--- config.mk ---
export PLATFORM = sky130hd
export DESIGN_NAME = sadc_top
export DESIGN_NICKNAME = d
export VERILOG_FILES = /design/src/sadc_pkg.sv /design/src/sadc_sar_if.sv /design/src/sadc_top.sv /design/src/sadc_sar.sv
export SDC_FILE = /design/constraint.sdc
export NUM_CORES = 1
export LEC_CHECK = 0
export BUFFER_PORTS_ARGS = -buffer_cell sky130_fd_sc_hd__buf_2
export CELL_PAD_IN_SITES_DETAIL_PLACEMENT = 0
export CELL_PAD_IN_SITES_GLOBAL_PLACEMENT = 1
export CORE_MARGIN = 2
export CORE_UTILIZATION = 25
export DETAILED_ROUTE_END_ITERATION = 7
export PLACE_DENSITY_LB_ADDON = 0.1
export SYNTH_ARGS = -nofsm -noshare
export SYNTH_HDL_FRONTEND = slang
export SYNTH_SLANG_ARGS = --single-unit
--- constraint.sdc ---
create_clock -name clk -period 2.25 [get_ports clk]
set_input_delay 0.5625 -clock clk [delete_from_list [all_inputs] [get_ports clk]]
set_output_delay 0.5625 -clock clk [all_outputs]
set_load 0.005 [all_outputs]
--- src/sadc_pkg.sv ---
// Shared constants and types for the serial converter control block
package sadc_pkg;
    localparam int DATA_W             = 8;     // Result width in bits
    localparam int CNT_W              = 4;     // Bit counter width
    localparam int CLK_PERIOD_NS      = 4;     // System clock period
    localparam int SCLK_MIN_PERIOD_NS = 500;   // Fastest legal serial clock period
    // Least serial clock period in system cycles, rounded up
    localparam int SCLK_MIN_CYC = (SCLK_MIN_PERIOD_NS + CLK_PERIOD_NS - 1) / CLK_PERIOD_NS;
    localparam int GAP_W              = 8;     // Width of the edge gap counter
    localparam logic [CNT_W-1:0] ADDR_LAST = 4'h1;  // Second assignment bit
    localparam logic [CNT_W-1:0] CONV_LAST = 4'h7;  // Eighth decision
    localparam logic [CNT_W-1:0] RPT_LAST  = 4'h7;  // Count ending the reversed stream
    // Pin synchroniser order and reset values (select reset high)
    localparam int SYNC_N  = 5;
    localparam int PIN_CS  = 0;
    localparam int PIN_CLK = 1;
    localparam int PIN_DIN = 2;
    localparam int PIN_CMP = 3;
    localparam int PIN_NEG = 4;
    localparam logic [SYNC_N-1:0] SYNC_RST = 5'h01;
    localparam logic [DATA_W-1:0] TRIAL_RST = 8'h80;  // First trial: MSB set
    localparam logic [2:0]        IDX_RST   = 3'h7;

    // Sequencer states, Gray coded along the two-channel conversion path
    typedef enum logic [2:0] {
        SADC_IDLE   = 3'b000,
        SADC_WAIT   = 3'b001,
        SADC_ADDR   = 3'b011,
        SADC_SETTLE = 3'b010,
        SADC_CONV   = 3'b110,
        SADC_RPT    = 3'b111,
        SADC_DONE   = 3'b101
    } sadc_state_e;
endpackage

--- src/sadc_sar_if.sv ---
// Carrier between the sequencer and the approximation engine
`timescale 1ns/1ps
interface sadc_sar_if;
    import sadc_pkg::*;
    logic              clear;   // Restart approximation
    logic              step;    // Take one comparator decision
    logic              cmp;     // Decision bit
    logic              load;    // Copy result into output shifter
    logic              shift;   // Advance output shifter
    logic [DATA_W-1:0] code;    // Decided bits
    logic [DATA_W-1:0] trial;   // Trial code for the comparator ladder
    logic [DATA_W-1:0] shreg;   // Reversed-order output shifter
    modport ctrl (output clear, step, cmp, load, shift, input code, trial, shreg);
    modport eng  (input clear, step, cmp, load, shift, output code, trial, shreg);
endinterface

--- src/sadc_top.sv ---
// Serial converter control: start detection, channel assignment, result stream
`timescale 1ns/1ps
// Operation
// - Sample input line on serial rising edge
// - First one is start, leading zeros ignored
// - Two assignment bits follow start bit
// - Kind one: single channel, polarity picks
// - Kind zero: differential, polarity swaps inputs
// - Single-channel variant skips assignment word
// - Half-clock settle, then input ignored
// - Leave high impedance, drive leading zero
// - Decisions out MSB first on falling edge
// - Eight decisions give the 8-bit code
// - Two-channel variant repeats result LSB first
// - Single-channel variant sends MSB first only
// - Output low until select returns high
// - Input sampled only while output floats
// - Select high: idle, output high impedance
// - Negative above positive gives all zeros
module sadc_top
    import sadc_pkg::*;
#(
    parameter bit TWO_CHAN = 1'b1   // Variant with channel assignment and repeat
) (
    input  wire logic              clk,
    input  wire logic              rst_b,
    input  wire logic              cs_b,              // Chip select pin
    input  wire logic              sclk,              // Serial clock pin
    input  wire logic              serial_in_line,    // Serial data pin
    input  wire logic              comp_high,         // Comparator: input above trial
    input  wire logic              pos_below_neg,     // Front end: positive below negative
    output logic                   dout,              // Serial data out
    output logic                   dout_oe,           // Drive enable of data out
    output logic                   input_kind_select, // 1 single-ended, 0 differential
    output logic                   polarity_select,   // Channel or polarity choice
    output logic [DATA_W-1:0]      trial_code,        // Trial code to the ladder
    output logic                   sclk_too_fast      // Serial clock above limit seen
);
    ////////////////////////////////////////////////////////////////////////
    // Pin synchronisers
    logic [SYNC_N-1:0] meta;       // First stage, read only by the second
    logic [SYNC_N-1:0] sync;       // Safe copies
    logic              sclk_d;     // Previous serial clock level
    logic              rise;       // Serial clock rising edge enable
    logic              fall;       // Serial clock falling edge enable
    logic              cs_s;
    logic              din_s;
    logic              cmp_eff;    // Comparator decision after polarity guard

    genvar gi;
    generate
        for (gi = 0; gi < SYNC_N; gi++) begin : g_sync
            always_ff @(posedge clk) begin
                if (!rst_b) begin
                    meta[gi] <= SYNC_RST[gi];
                    sync[gi] <= SYNC_RST[gi];
                end else begin
                    meta[gi] <= (gi == PIN_CS)  ? cs_b :
                                (gi == PIN_CLK) ? sclk :
                                (gi == PIN_DIN) ? serial_in_line :
                                (gi == PIN_CMP) ? comp_high : pos_below_neg;
                    sync[gi] <= meta[gi];
                end
            end
        end
    endgenerate

    assign cs_s  = sync[PIN_CS];
    assign din_s = sync[PIN_DIN];
    assign rise  = sync[PIN_CLK] & ~sclk_d;
    assign fall  = ~sync[PIN_CLK] & sclk_d;
    assign cmp_eff = sync[PIN_CMP] & ~sync[PIN_NEG];

    ////////////////////////////////////////////////////////////////////////
    // Sequencer
    sadc_state_e       state;
    sadc_state_e       next_state;
    logic [CNT_W-1:0]  cnt;         // Bit counter within a phase
    logic [CNT_W-1:0]  next_cnt;
    logic              next_dout;
    logic              next_oe;
    logic              next_kind;
    logic              next_pol;
    logic [GAP_W-1:0]  gap;         // System cycles since last rising edge
    logic [GAP_W-1:0]  next_gap;
    logic              next_fast;
    sadc_sar_if        sif ();

    always_comb begin
        next_state = state;
        next_cnt   = cnt;
        next_dout  = dout;
        next_oe    = dout_oe;
        next_kind  = input_kind_select;
        next_pol   = polarity_select;
        sif.clear  = 1'b0;
        sif.step   = 1'b0;
        sif.cmp    = cmp_eff;
        sif.load   = 1'b0;
        sif.shift  = 1'b0;
        if (cs_s) begin
            next_state = SADC_IDLE;
            next_cnt   = '0;
            next_dout  = 1'b0;
            next_oe    = 1'b0;
            sif.clear  = 1'b1;
        end else begin
            unique case (state)
                SADC_IDLE: begin
                    next_state = SADC_WAIT;
                end
                SADC_WAIT: begin
                    if (rise && din_s) begin
                        next_cnt  = '0;
                        sif.clear = 1'b1;
                        if (TWO_CHAN) begin
                            next_state = SADC_ADDR;
                        end else begin
                            next_state = SADC_SETTLE;
                            next_kind  = 1'b0;
                            next_pol   = 1'b0;
                        end
                    end
                end
                SADC_ADDR: begin
                    if (rise) begin
                        next_cnt = cnt + 4'h1;
                        if (cnt == ADDR_LAST) begin
                            // polarity picks channel or swaps pair
                            next_pol   = din_s;
                            next_state = SADC_SETTLE;
                        end else begin
                            next_kind = din_s;
                        end
                    end
                end
                SADC_SETTLE: begin
                    // leave high impedance with leading zero
                    if (fall) begin
                        next_oe    = 1'b1;
                        next_dout  = 1'b0;
                        next_cnt   = '0;
                        next_state = SADC_CONV;
                    end
                end
                SADC_CONV: begin
                    // each decision out on falling edge, MSB first
                    if (fall) begin
                        sif.step  = 1'b1;
                        next_dout = cmp_eff;
                        next_cnt  = cnt + 4'h1;
                        if (cnt == CONV_LAST) begin
                            next_cnt = '0;
                            // repeat only on the two-channel variant
                            sif.load   = TWO_CHAN;
                            next_state = TWO_CHAN ? SADC_RPT : SADC_DONE;
                        end
                    end
                end
                SADC_RPT: begin
                    if (fall) begin
                        next_cnt = cnt + 4'h1;
                        if (cnt == RPT_LAST) begin
                            next_dout  = 1'b0;
                            next_state = SADC_DONE;
                        end else begin
                            next_dout = sif.shreg[0];
                            sif.shift = 1'b1;
                        end
                    end
                end
                SADC_DONE: begin
                    if (fall) begin
                        next_dout = 1'b0;
                    end
                end
                default: begin
                    next_state = SADC_IDLE;
                end
            endcase
        end
    end

    // Serial clock speed watch; host must keep below the limit
    always_comb begin
        next_gap  = rise ? '0 : (gap == GAP_W'(SCLK_MIN_CYC)) ? gap : gap + 8'h01;
        next_fast = sclk_too_fast;
        // flag rising edges closer than the limit
        if (state == SADC_IDLE) begin
            next_fast = 1'b0;
        end else if (rise && gap < GAP_W'(SCLK_MIN_CYC)) begin
            next_fast = 1'b1;
        end
    end

    // Registers only
    always_ff @(posedge clk) begin
        if (!rst_b) begin
            state             <= SADC_IDLE;
            cnt               <= '0;
            dout              <= 1'b0;
            dout_oe           <= 1'b0;
            input_kind_select <= 1'b0;
            polarity_select   <= 1'b0;
            sclk_d            <= 1'b0;
            gap               <= GAP_W'(SCLK_MIN_CYC);  // Saturated: first edge of a frame is legal
            sclk_too_fast     <= 1'b0;
        end else begin
            state             <= next_state;
            cnt               <= next_cnt;
            dout              <= next_dout;
            dout_oe           <= next_oe;
            input_kind_select <= next_kind;
            polarity_select   <= next_pol;
            sclk_d            <= sync[PIN_CLK];
            gap               <= next_gap;
            sclk_too_fast     <= next_fast;
        end
    end

    // Approximation engine; trial code leaves straight from its flop
    sadc_sar u_sar (
        .clk   (clk),
        .rst_b (rst_b),
        .sif   (sif.eng)
    );
    assign trial_code = sif.trial;
endmodule // sadc_top

--- src/sadc_sar.sv ---
// Successive approximation register and reversed-order output shifter
`timescale 1ns/1ps
module sadc_sar
    import sadc_pkg::*;
(
    input wire logic  clk,
    input wire logic  rst_b,
    sadc_sar_if.eng   sif
);
    logic [2:0]        idx;        // Bit under decision
    logic [2:0]        next_idx;
    logic [DATA_W-1:0] next_code;
    logic [DATA_W-1:0] next_trial;
    logic [DATA_W-1:0] next_shreg;
    logic [DATA_W-1:0] code_r;
    logic [DATA_W-1:0] trial_r;
    logic [DATA_W-1:0] shreg_r;

    assign sif.code  = code_r;
    assign sif.trial = trial_r;
    assign sif.shreg = shreg_r;

    ////////////////////////////////////////////////////////////////////////
    // Next state of the engine
    always_comb begin
        next_idx   = idx;
        next_code  = code_r;
        next_trial = trial_r;
        next_shreg = shreg_r;
        if (sif.clear) begin
            // Fresh conversion, also used on abort
            next_idx   = IDX_RST;
            next_code  = '0;
            next_trial = TRIAL_RST;
            next_shreg = '0;
        end else if (sif.step) begin
            // Keep the trial bit only if the input stood above it
            next_code      = trial_r;
            next_code[idx] = sif.cmp;
            next_trial     = next_code;
            if (idx != 3'h0) begin
                next_trial[idx - 3'h1] = 1'b1;
            end
            next_idx = idx - 3'h1;
            if (sif.load) begin
                // LSB already left on the MSB stream, so start one bit up
                next_shreg = next_code >> 1;
            end
        end else if (sif.shift) begin
            next_shreg = shreg_r >> 1;
        end
    end

    // Registers only
    always_ff @(posedge clk) begin
        if (!rst_b) begin
            idx     <= IDX_RST;
            code_r  <= '0;
            trial_r <= TRIAL_RST;
            shreg_r <= '0;
        end else begin
            idx     <= next_idx;
            code_r  <= next_code;
            trial_r <= next_trial;
            shreg_r <= next_shreg;
        end
    end
endmodule // sadc_sar

* Word-level counts from Yosys, hierarchy flattened
Cells that the tools add are included.
Storage, ports and cells: flip-flop bits (word level) 50, input port bits 7, output and inout port bits 13
Cells by class: $add $sub $neg 3, order comparisons 5, equal/unequal tests 20, muxes and demuxes 46, bitwise gates (word level) 11, reduce and logical (&&, ||, !) cells 21
Operators with widths (number):
- $mux 8 | 4
- $mux 3 | 8
- $mux 4 | 6
- $pmux 3 s7 | 1
- $mux 1 | 20
- $pmux 4 s5 | 1
- $ne 2x2->1 const B | 9
- $mux 7 | 2
- $reduce_and 4->1 | 3
- $reduce_or 2->1 | 5
- $eq 3x3->1 const B | 3
- $reduce_and 9->1 | 1
- $add 8x1->8 const B | 1
- $bwmux 8 | 1
- $eq 8x7->1 const B | 1
- $lt 3x4->1 const B | 2
- $lt 8x7->1 const B | 1
- $or 8x8->8 | 1
- $not 1->1 | 7
- $demux 1 s3 | 2
- $eq 3x2->1 const B | 2
- $ge 3x1->1 const B | 2
- $reduce_and 6->1 | 1
- $reduce_bool 3->1 | 2
- 13 further kinds | 20

* Logic depth before layout (Yosys ltp)
depth in word-level cells 7, gate-level depth with buffers 8, gate-level depth less buffers 7

* By module
Synthesis repeated with hierarchy kept, for this count alone.
Second synthesis, totals: cells, all modules 321, area, all modules 2864.0 sq um
By module, submodules not included:
- sadc_top | times used 1, cells each 173, area each 1495.2 sq um, seq. area each 620.6 sq um
- sadc_sar | times used 1, cells each 148, area each 1368.8 sq um, seq. area each 520.5 sq um

* Worst setup path before layout
OpenSTA, ideal clock, no wires.
kind reg2reg, start point register u_sar.idx[0], end point register u_sar.trial_r[6], in the netlist u_sar.sif.trial[6], arrival 1.634 ns, required time 2.131 ns, path slack 0.498 ns, cell stages (with the launch flop) 8, path buffers 1, clock period less this slack 1.752 ns, cells stage by stage dfxtp_1 clkbuf_1 inv_1 ha_1 nor3b_1 a21oi_1 nor2_1 o221a_2
Between the ends: longest elaborated chain between the ends 7, elaborated cells between the ends (all ways) 15
RTL lines:
- start: declaration | RTL line sadc_sar.sv:10 | logic [2:0] idx;
- start signal: assignment | RTL line sadc_sar.sv:62 | idx <= next_idx;
- $sub 3x1->3, or another cell as far along | RTL line sadc_sar.sv:42 | next_trial[idx - 3'h1] = 1'b1;
- $lt 3x4->1 (implied by the code), or another cell as far along | RTL line sadc_sar.sv:42
- $logic_and 1x1->1 (implied by the code) / $mux 1 (equally long branches) | RTL line sadc_sar.sv:42, sadc_sar.sv:39
- $mux 1 (implied by the code) / $demux 1 s3 (equally long branches)
- $demux 1 s3 / $bwmux 8 (equally long branches)
- $or 8x8->8 (no source line)
- $mux 8 (*) | RTL line sadc_sar.sv:41 | if (idx != 3'h0) begin
- end signal: assignment | RTL line sadc_sar.sv:64 | trial_r <= next_trial;
- end: declaration | RTL line sadc_sar.sv:16 | logic [DATA_W-1:0] trial_r;
Every way passes the cells marked *; elsewhere a longest branch is shown, timed or not. A chain may end at the register's enable or synchronous reset.

==> reports/results.ini <==
[timing]
slew_headroom_pct = 67.6
setup_tns_ns = 0
drv_slew = 0
tightest_slew_ns = 0.485
fmax_ghz = 0.511
skew_ns = 0.00748
hold_viol_final = 0
period_needed_ns = 1.96
final-setup-viol-count = 0
min_period_over_period_pct = 86.9
rsz0062_at_grt = false

[global_route]
grt_usage_pct = 11.7
grt_antenna_before_repair = 0
grt_max_degree = 23
grt_pass1_vias = 1783
grt_pass1_wl_um = 9260
grt.overflow.total = 0

[drt]
wl_per_cell_um = 14.0
drt_iter0_drc = 88
vias_per_cell = 4.71
route.detailed.drc = 0
wirelength_um = 5530
routed-via-count = 1856
drt-pass1-iter-count = 4
antenna_left = 0

[synthesis]
synth_edf_count = 0
synth_area_um2 = 2340
yosysUniqueCellTypes = 47
synth.avg_cell_area_um2 = 8.99
synthFlopType = dfxtp_1
syn_nets = 274
ys_ff_latch = 49
ys_seq_area_share_pct = 41.9
synth_warnings = 0
synthCells = 260
ys_async_sr_fraction_pct = 0

[pwr]
peakVddDrop_uv = 286
cellPowerDensity_nw_per_um2 = 708
power_mw = 1.91
power_frac_comb_pct = 14.5
swShare_pct = 27.8
p_seq_share_pct = 51.2
switchingPower_mw = 0.531
intPower_mw = 1.38
p_leak_nw = 1.01
power_frac_clock_pct = 34.3

[run]
cap_viol_max_count = 0

[final_layout]
drive_gt1_share_pct = 17.7
antenna_cells = 0
fill_cells = 978
area_growth_syn_to_layout_pct = 15.4
fin_nets = 296

[place]
port-buffer-count = 19
place_hpwl_um = 3970
place.gp.congestion = 0.695

[floorplanning]
die_h_um = 101
fp.dieW_um = 101
start_util_pct = 25.6
die_area_um2 = 10100
coreArea_um2 = 9150
num_io_pins = 20
row_count = 35

[clocking]
cts_buffer_depth = 2
hold_buffers = 0
tritoncts = done
cts_made_buffers = 5
ctsResizeCount = 0
clk_latency_ns = 0.31
htree_num_levels = 2
cts-root-buf = clkbuf_8
cts_sinks = 49
clk_pin_slew_worst_paths_ns = 0.10
post-cts-setup-buffer-count = 0

[worst_setup_path]
crit_type = reg -> reg
crit_fanout = 11
cp_data_required_time_ns = 2.49
endpoint_kind = register
arrival_ns = 2.20
cp-start-kind = register

[status]
status = completed

[worst_hold_path]
hold_class = reg -> reg

## critical path: stages (launching register included)
cell	delay [ns]
dfxtp_1	0.54
nand4b_1	0.26
or3_1	0.54
or3_1	0.40
a21oi_1	0.15
## per-stage QoR
| step | setup WS [ns] | std cells | area, µm² | utilization [%] | hold slack (ns) |
|---|---|---|---|---|---|
| CTS | 0.297 | 394 | 2700 | 29.5 | 0.420 |
| detailed placement | 0.337 | 386 | 2580 | 28.2 | 0.396 |
| floorplan | 0.498 | 260 | 2340 | - | 0.386 |
| global route | 0.174 | 394 | 2700 | 29.5 | 0.434 |
| global placement | 0.354 | 386 | 2580 | 28.2 | 0.391 |
| finish | 0.294 | 394 | 2700 | 29.5 | 0.416 |
## cell usage after synthesis, drive strengths merged, types with 3 or more instances
library cell / count / area share, %
nor2: 23 / 3.7
nand4: 3 / 0.80
a21oi: 14 / 3.0
nand3: 5 / 1.3
mux2i: 12 / 5.1
xor2: 4 / 1.5
nand2b: 7 / 2.0
o211ai: 3 / 0.96
a211oi: 3 / 0.96
nor3b: 5 / 1.6
o221a: 5 / 2.4
ha: 7 / 3.7
nand3b: 4 / 1.3
nor3: 11 / 2.4
nor2b: 6 / 1.6
inv: 10 / 1.6
xnor2: 3 / 1.1
dfxtp: 49 / 42
o2bb2ai: 6 / 2.2
and2: 9 / 2.4
o21ai: 20 / 4.3
buf: 6 / 1.6
clkbuf: 7 / 1.1
nand2: 14 / 2.2
## flip-flops by register name, indices dropped and copies added (netlist names), named ones only
signal	count
sclk_too_fast	1
input_kind_select	1
sync	3
polarity_select	1
u_sar.sif.trial	8
meta	5
u_sar.idx	3
cs_s	1
din_s	1
dout_oe	1
state	2
dout	1
u_sar.sif.shreg	7
sclk_d	1
gap	8
cnt	4
## final timing paths
| check | depth (start not counted) | slack [ns] | startpoint | to |
|---|---|---|---|---|
| max | 4 | 0.29 | register | u_sar.sif.shreg[6] |
| min | 1 | 0.42 | meta[0] | cs_s |
| max reg2reg | 4 | 0.29 | register | u_sar.sif.shreg[6] |
| min reg2reg | 1 | 0.42 | meta[0] | cs_s |
## cells by family (layout without fill, tap and decap cells)
logic type | count (synthesis) | count (layout) | synth area share [%]
AND/OR/NAND/NOR | 98 | 98 | 23.8
AO/OA/AOI/OAI | 64 | 64 | 18.5
flip-flops | 49 | 49 | 41.9
buffers and inverters | 23 | 46 | 4.28
multiplexers | 12 | 12 | 5.14
adder cells (fa/ha/maj) | 7 | 7 | 3.75
XOR/XNOR | 7 | 7 | 2.62
## cells in the final DEF, fill, tap and decap left out, types with 2 or more instances in the layout
| cell | netlist | final |
|---|---|---|
| and3_1 | 2 | 2 |
| nand3b_1 | 4 | 4 |
| buf_4 | 0 | 9 |
| a31oi_1 | 2 | 2 |
| xnor2_1 | 3 | 3 |
| o21ai_0 | 19 | 19 |
| mux2i_1 | 12 | 12 |
| dfxtp_1 | 49 | 49 |
| inv_1 | 10 | 10 |
| nand3_1 | 4 | 4 |
| ha_1 | 7 | 7 |
| nand4_1 | 3 | 3 |
| a21oi_1 | 14 | 14 |
| o211ai_1 | 3 | 3 |
| nor3_1 | 11 | 10 |
| nor2_1 | 23 | 23 |
| o2bb2ai_1 | 6 | 6 |
| nor3b_1 | 5 | 5 |
| buf_2 | 5 | 19 |
| and2_1 | 9 | 9 |
| xor2_1 | 4 | 4 |
| or3_1 | 2 | 2 |
| nor2b_1 | 6 | 6 |
| o21a_1 | 2 | 2 |
| clkbuf_8 | 0 | 5 |
| o221a_2 | 5 | 5 |
| nand2b_1 | 6 | 6 |
| o31ai_1 | 2 | 2 |
| nand2_1 | 14 | 14 |
| a211oi_1 | 3 | 3 |
## power by group through the flow
stage,clock network [mW],logic [mW],registers [mW]
CTS,0.695,0.279,0.977
floorplan,0,0.222,0.982
finish,0.656,0.277,0.978
global placement,0,0.282,1.00
detailed placement,0,0.277,0.997
global route,0.727,0.327,0.991
## cell type report
| class | count | area [µm²] | area share (%) |
|---|---|---|---|
| Multi-Input combinational cell | 188 | 1260 | 46.8 |
| Sequential cell | 49 | 981 | 36.4 |
| Timing Repair Buffer | 28 | 163 | 6.03 |
| Tap cell | 111 | 139 | 5.15 |
| Clock buffer | 5 | 68.8 | 2.55 |
| Clock inverter | 3 | 46.3 | 1.72 |
| Inverter | 10 | 37.5 | 1.39 |
## routing by layer
layer | vias to the layer above | GRT usage [%] | wire, µm
li1 | 968 | - | -
met1 | 856 | 15.9 | 2780
met2 | 24 | 18.6 | 2540
met3 | 8 | 2.57 | 137
met4 | 0 | 3.79 | 70
met5 | - | 0 | 0
No activity file was read; power rests on OpenSTA's default activity.
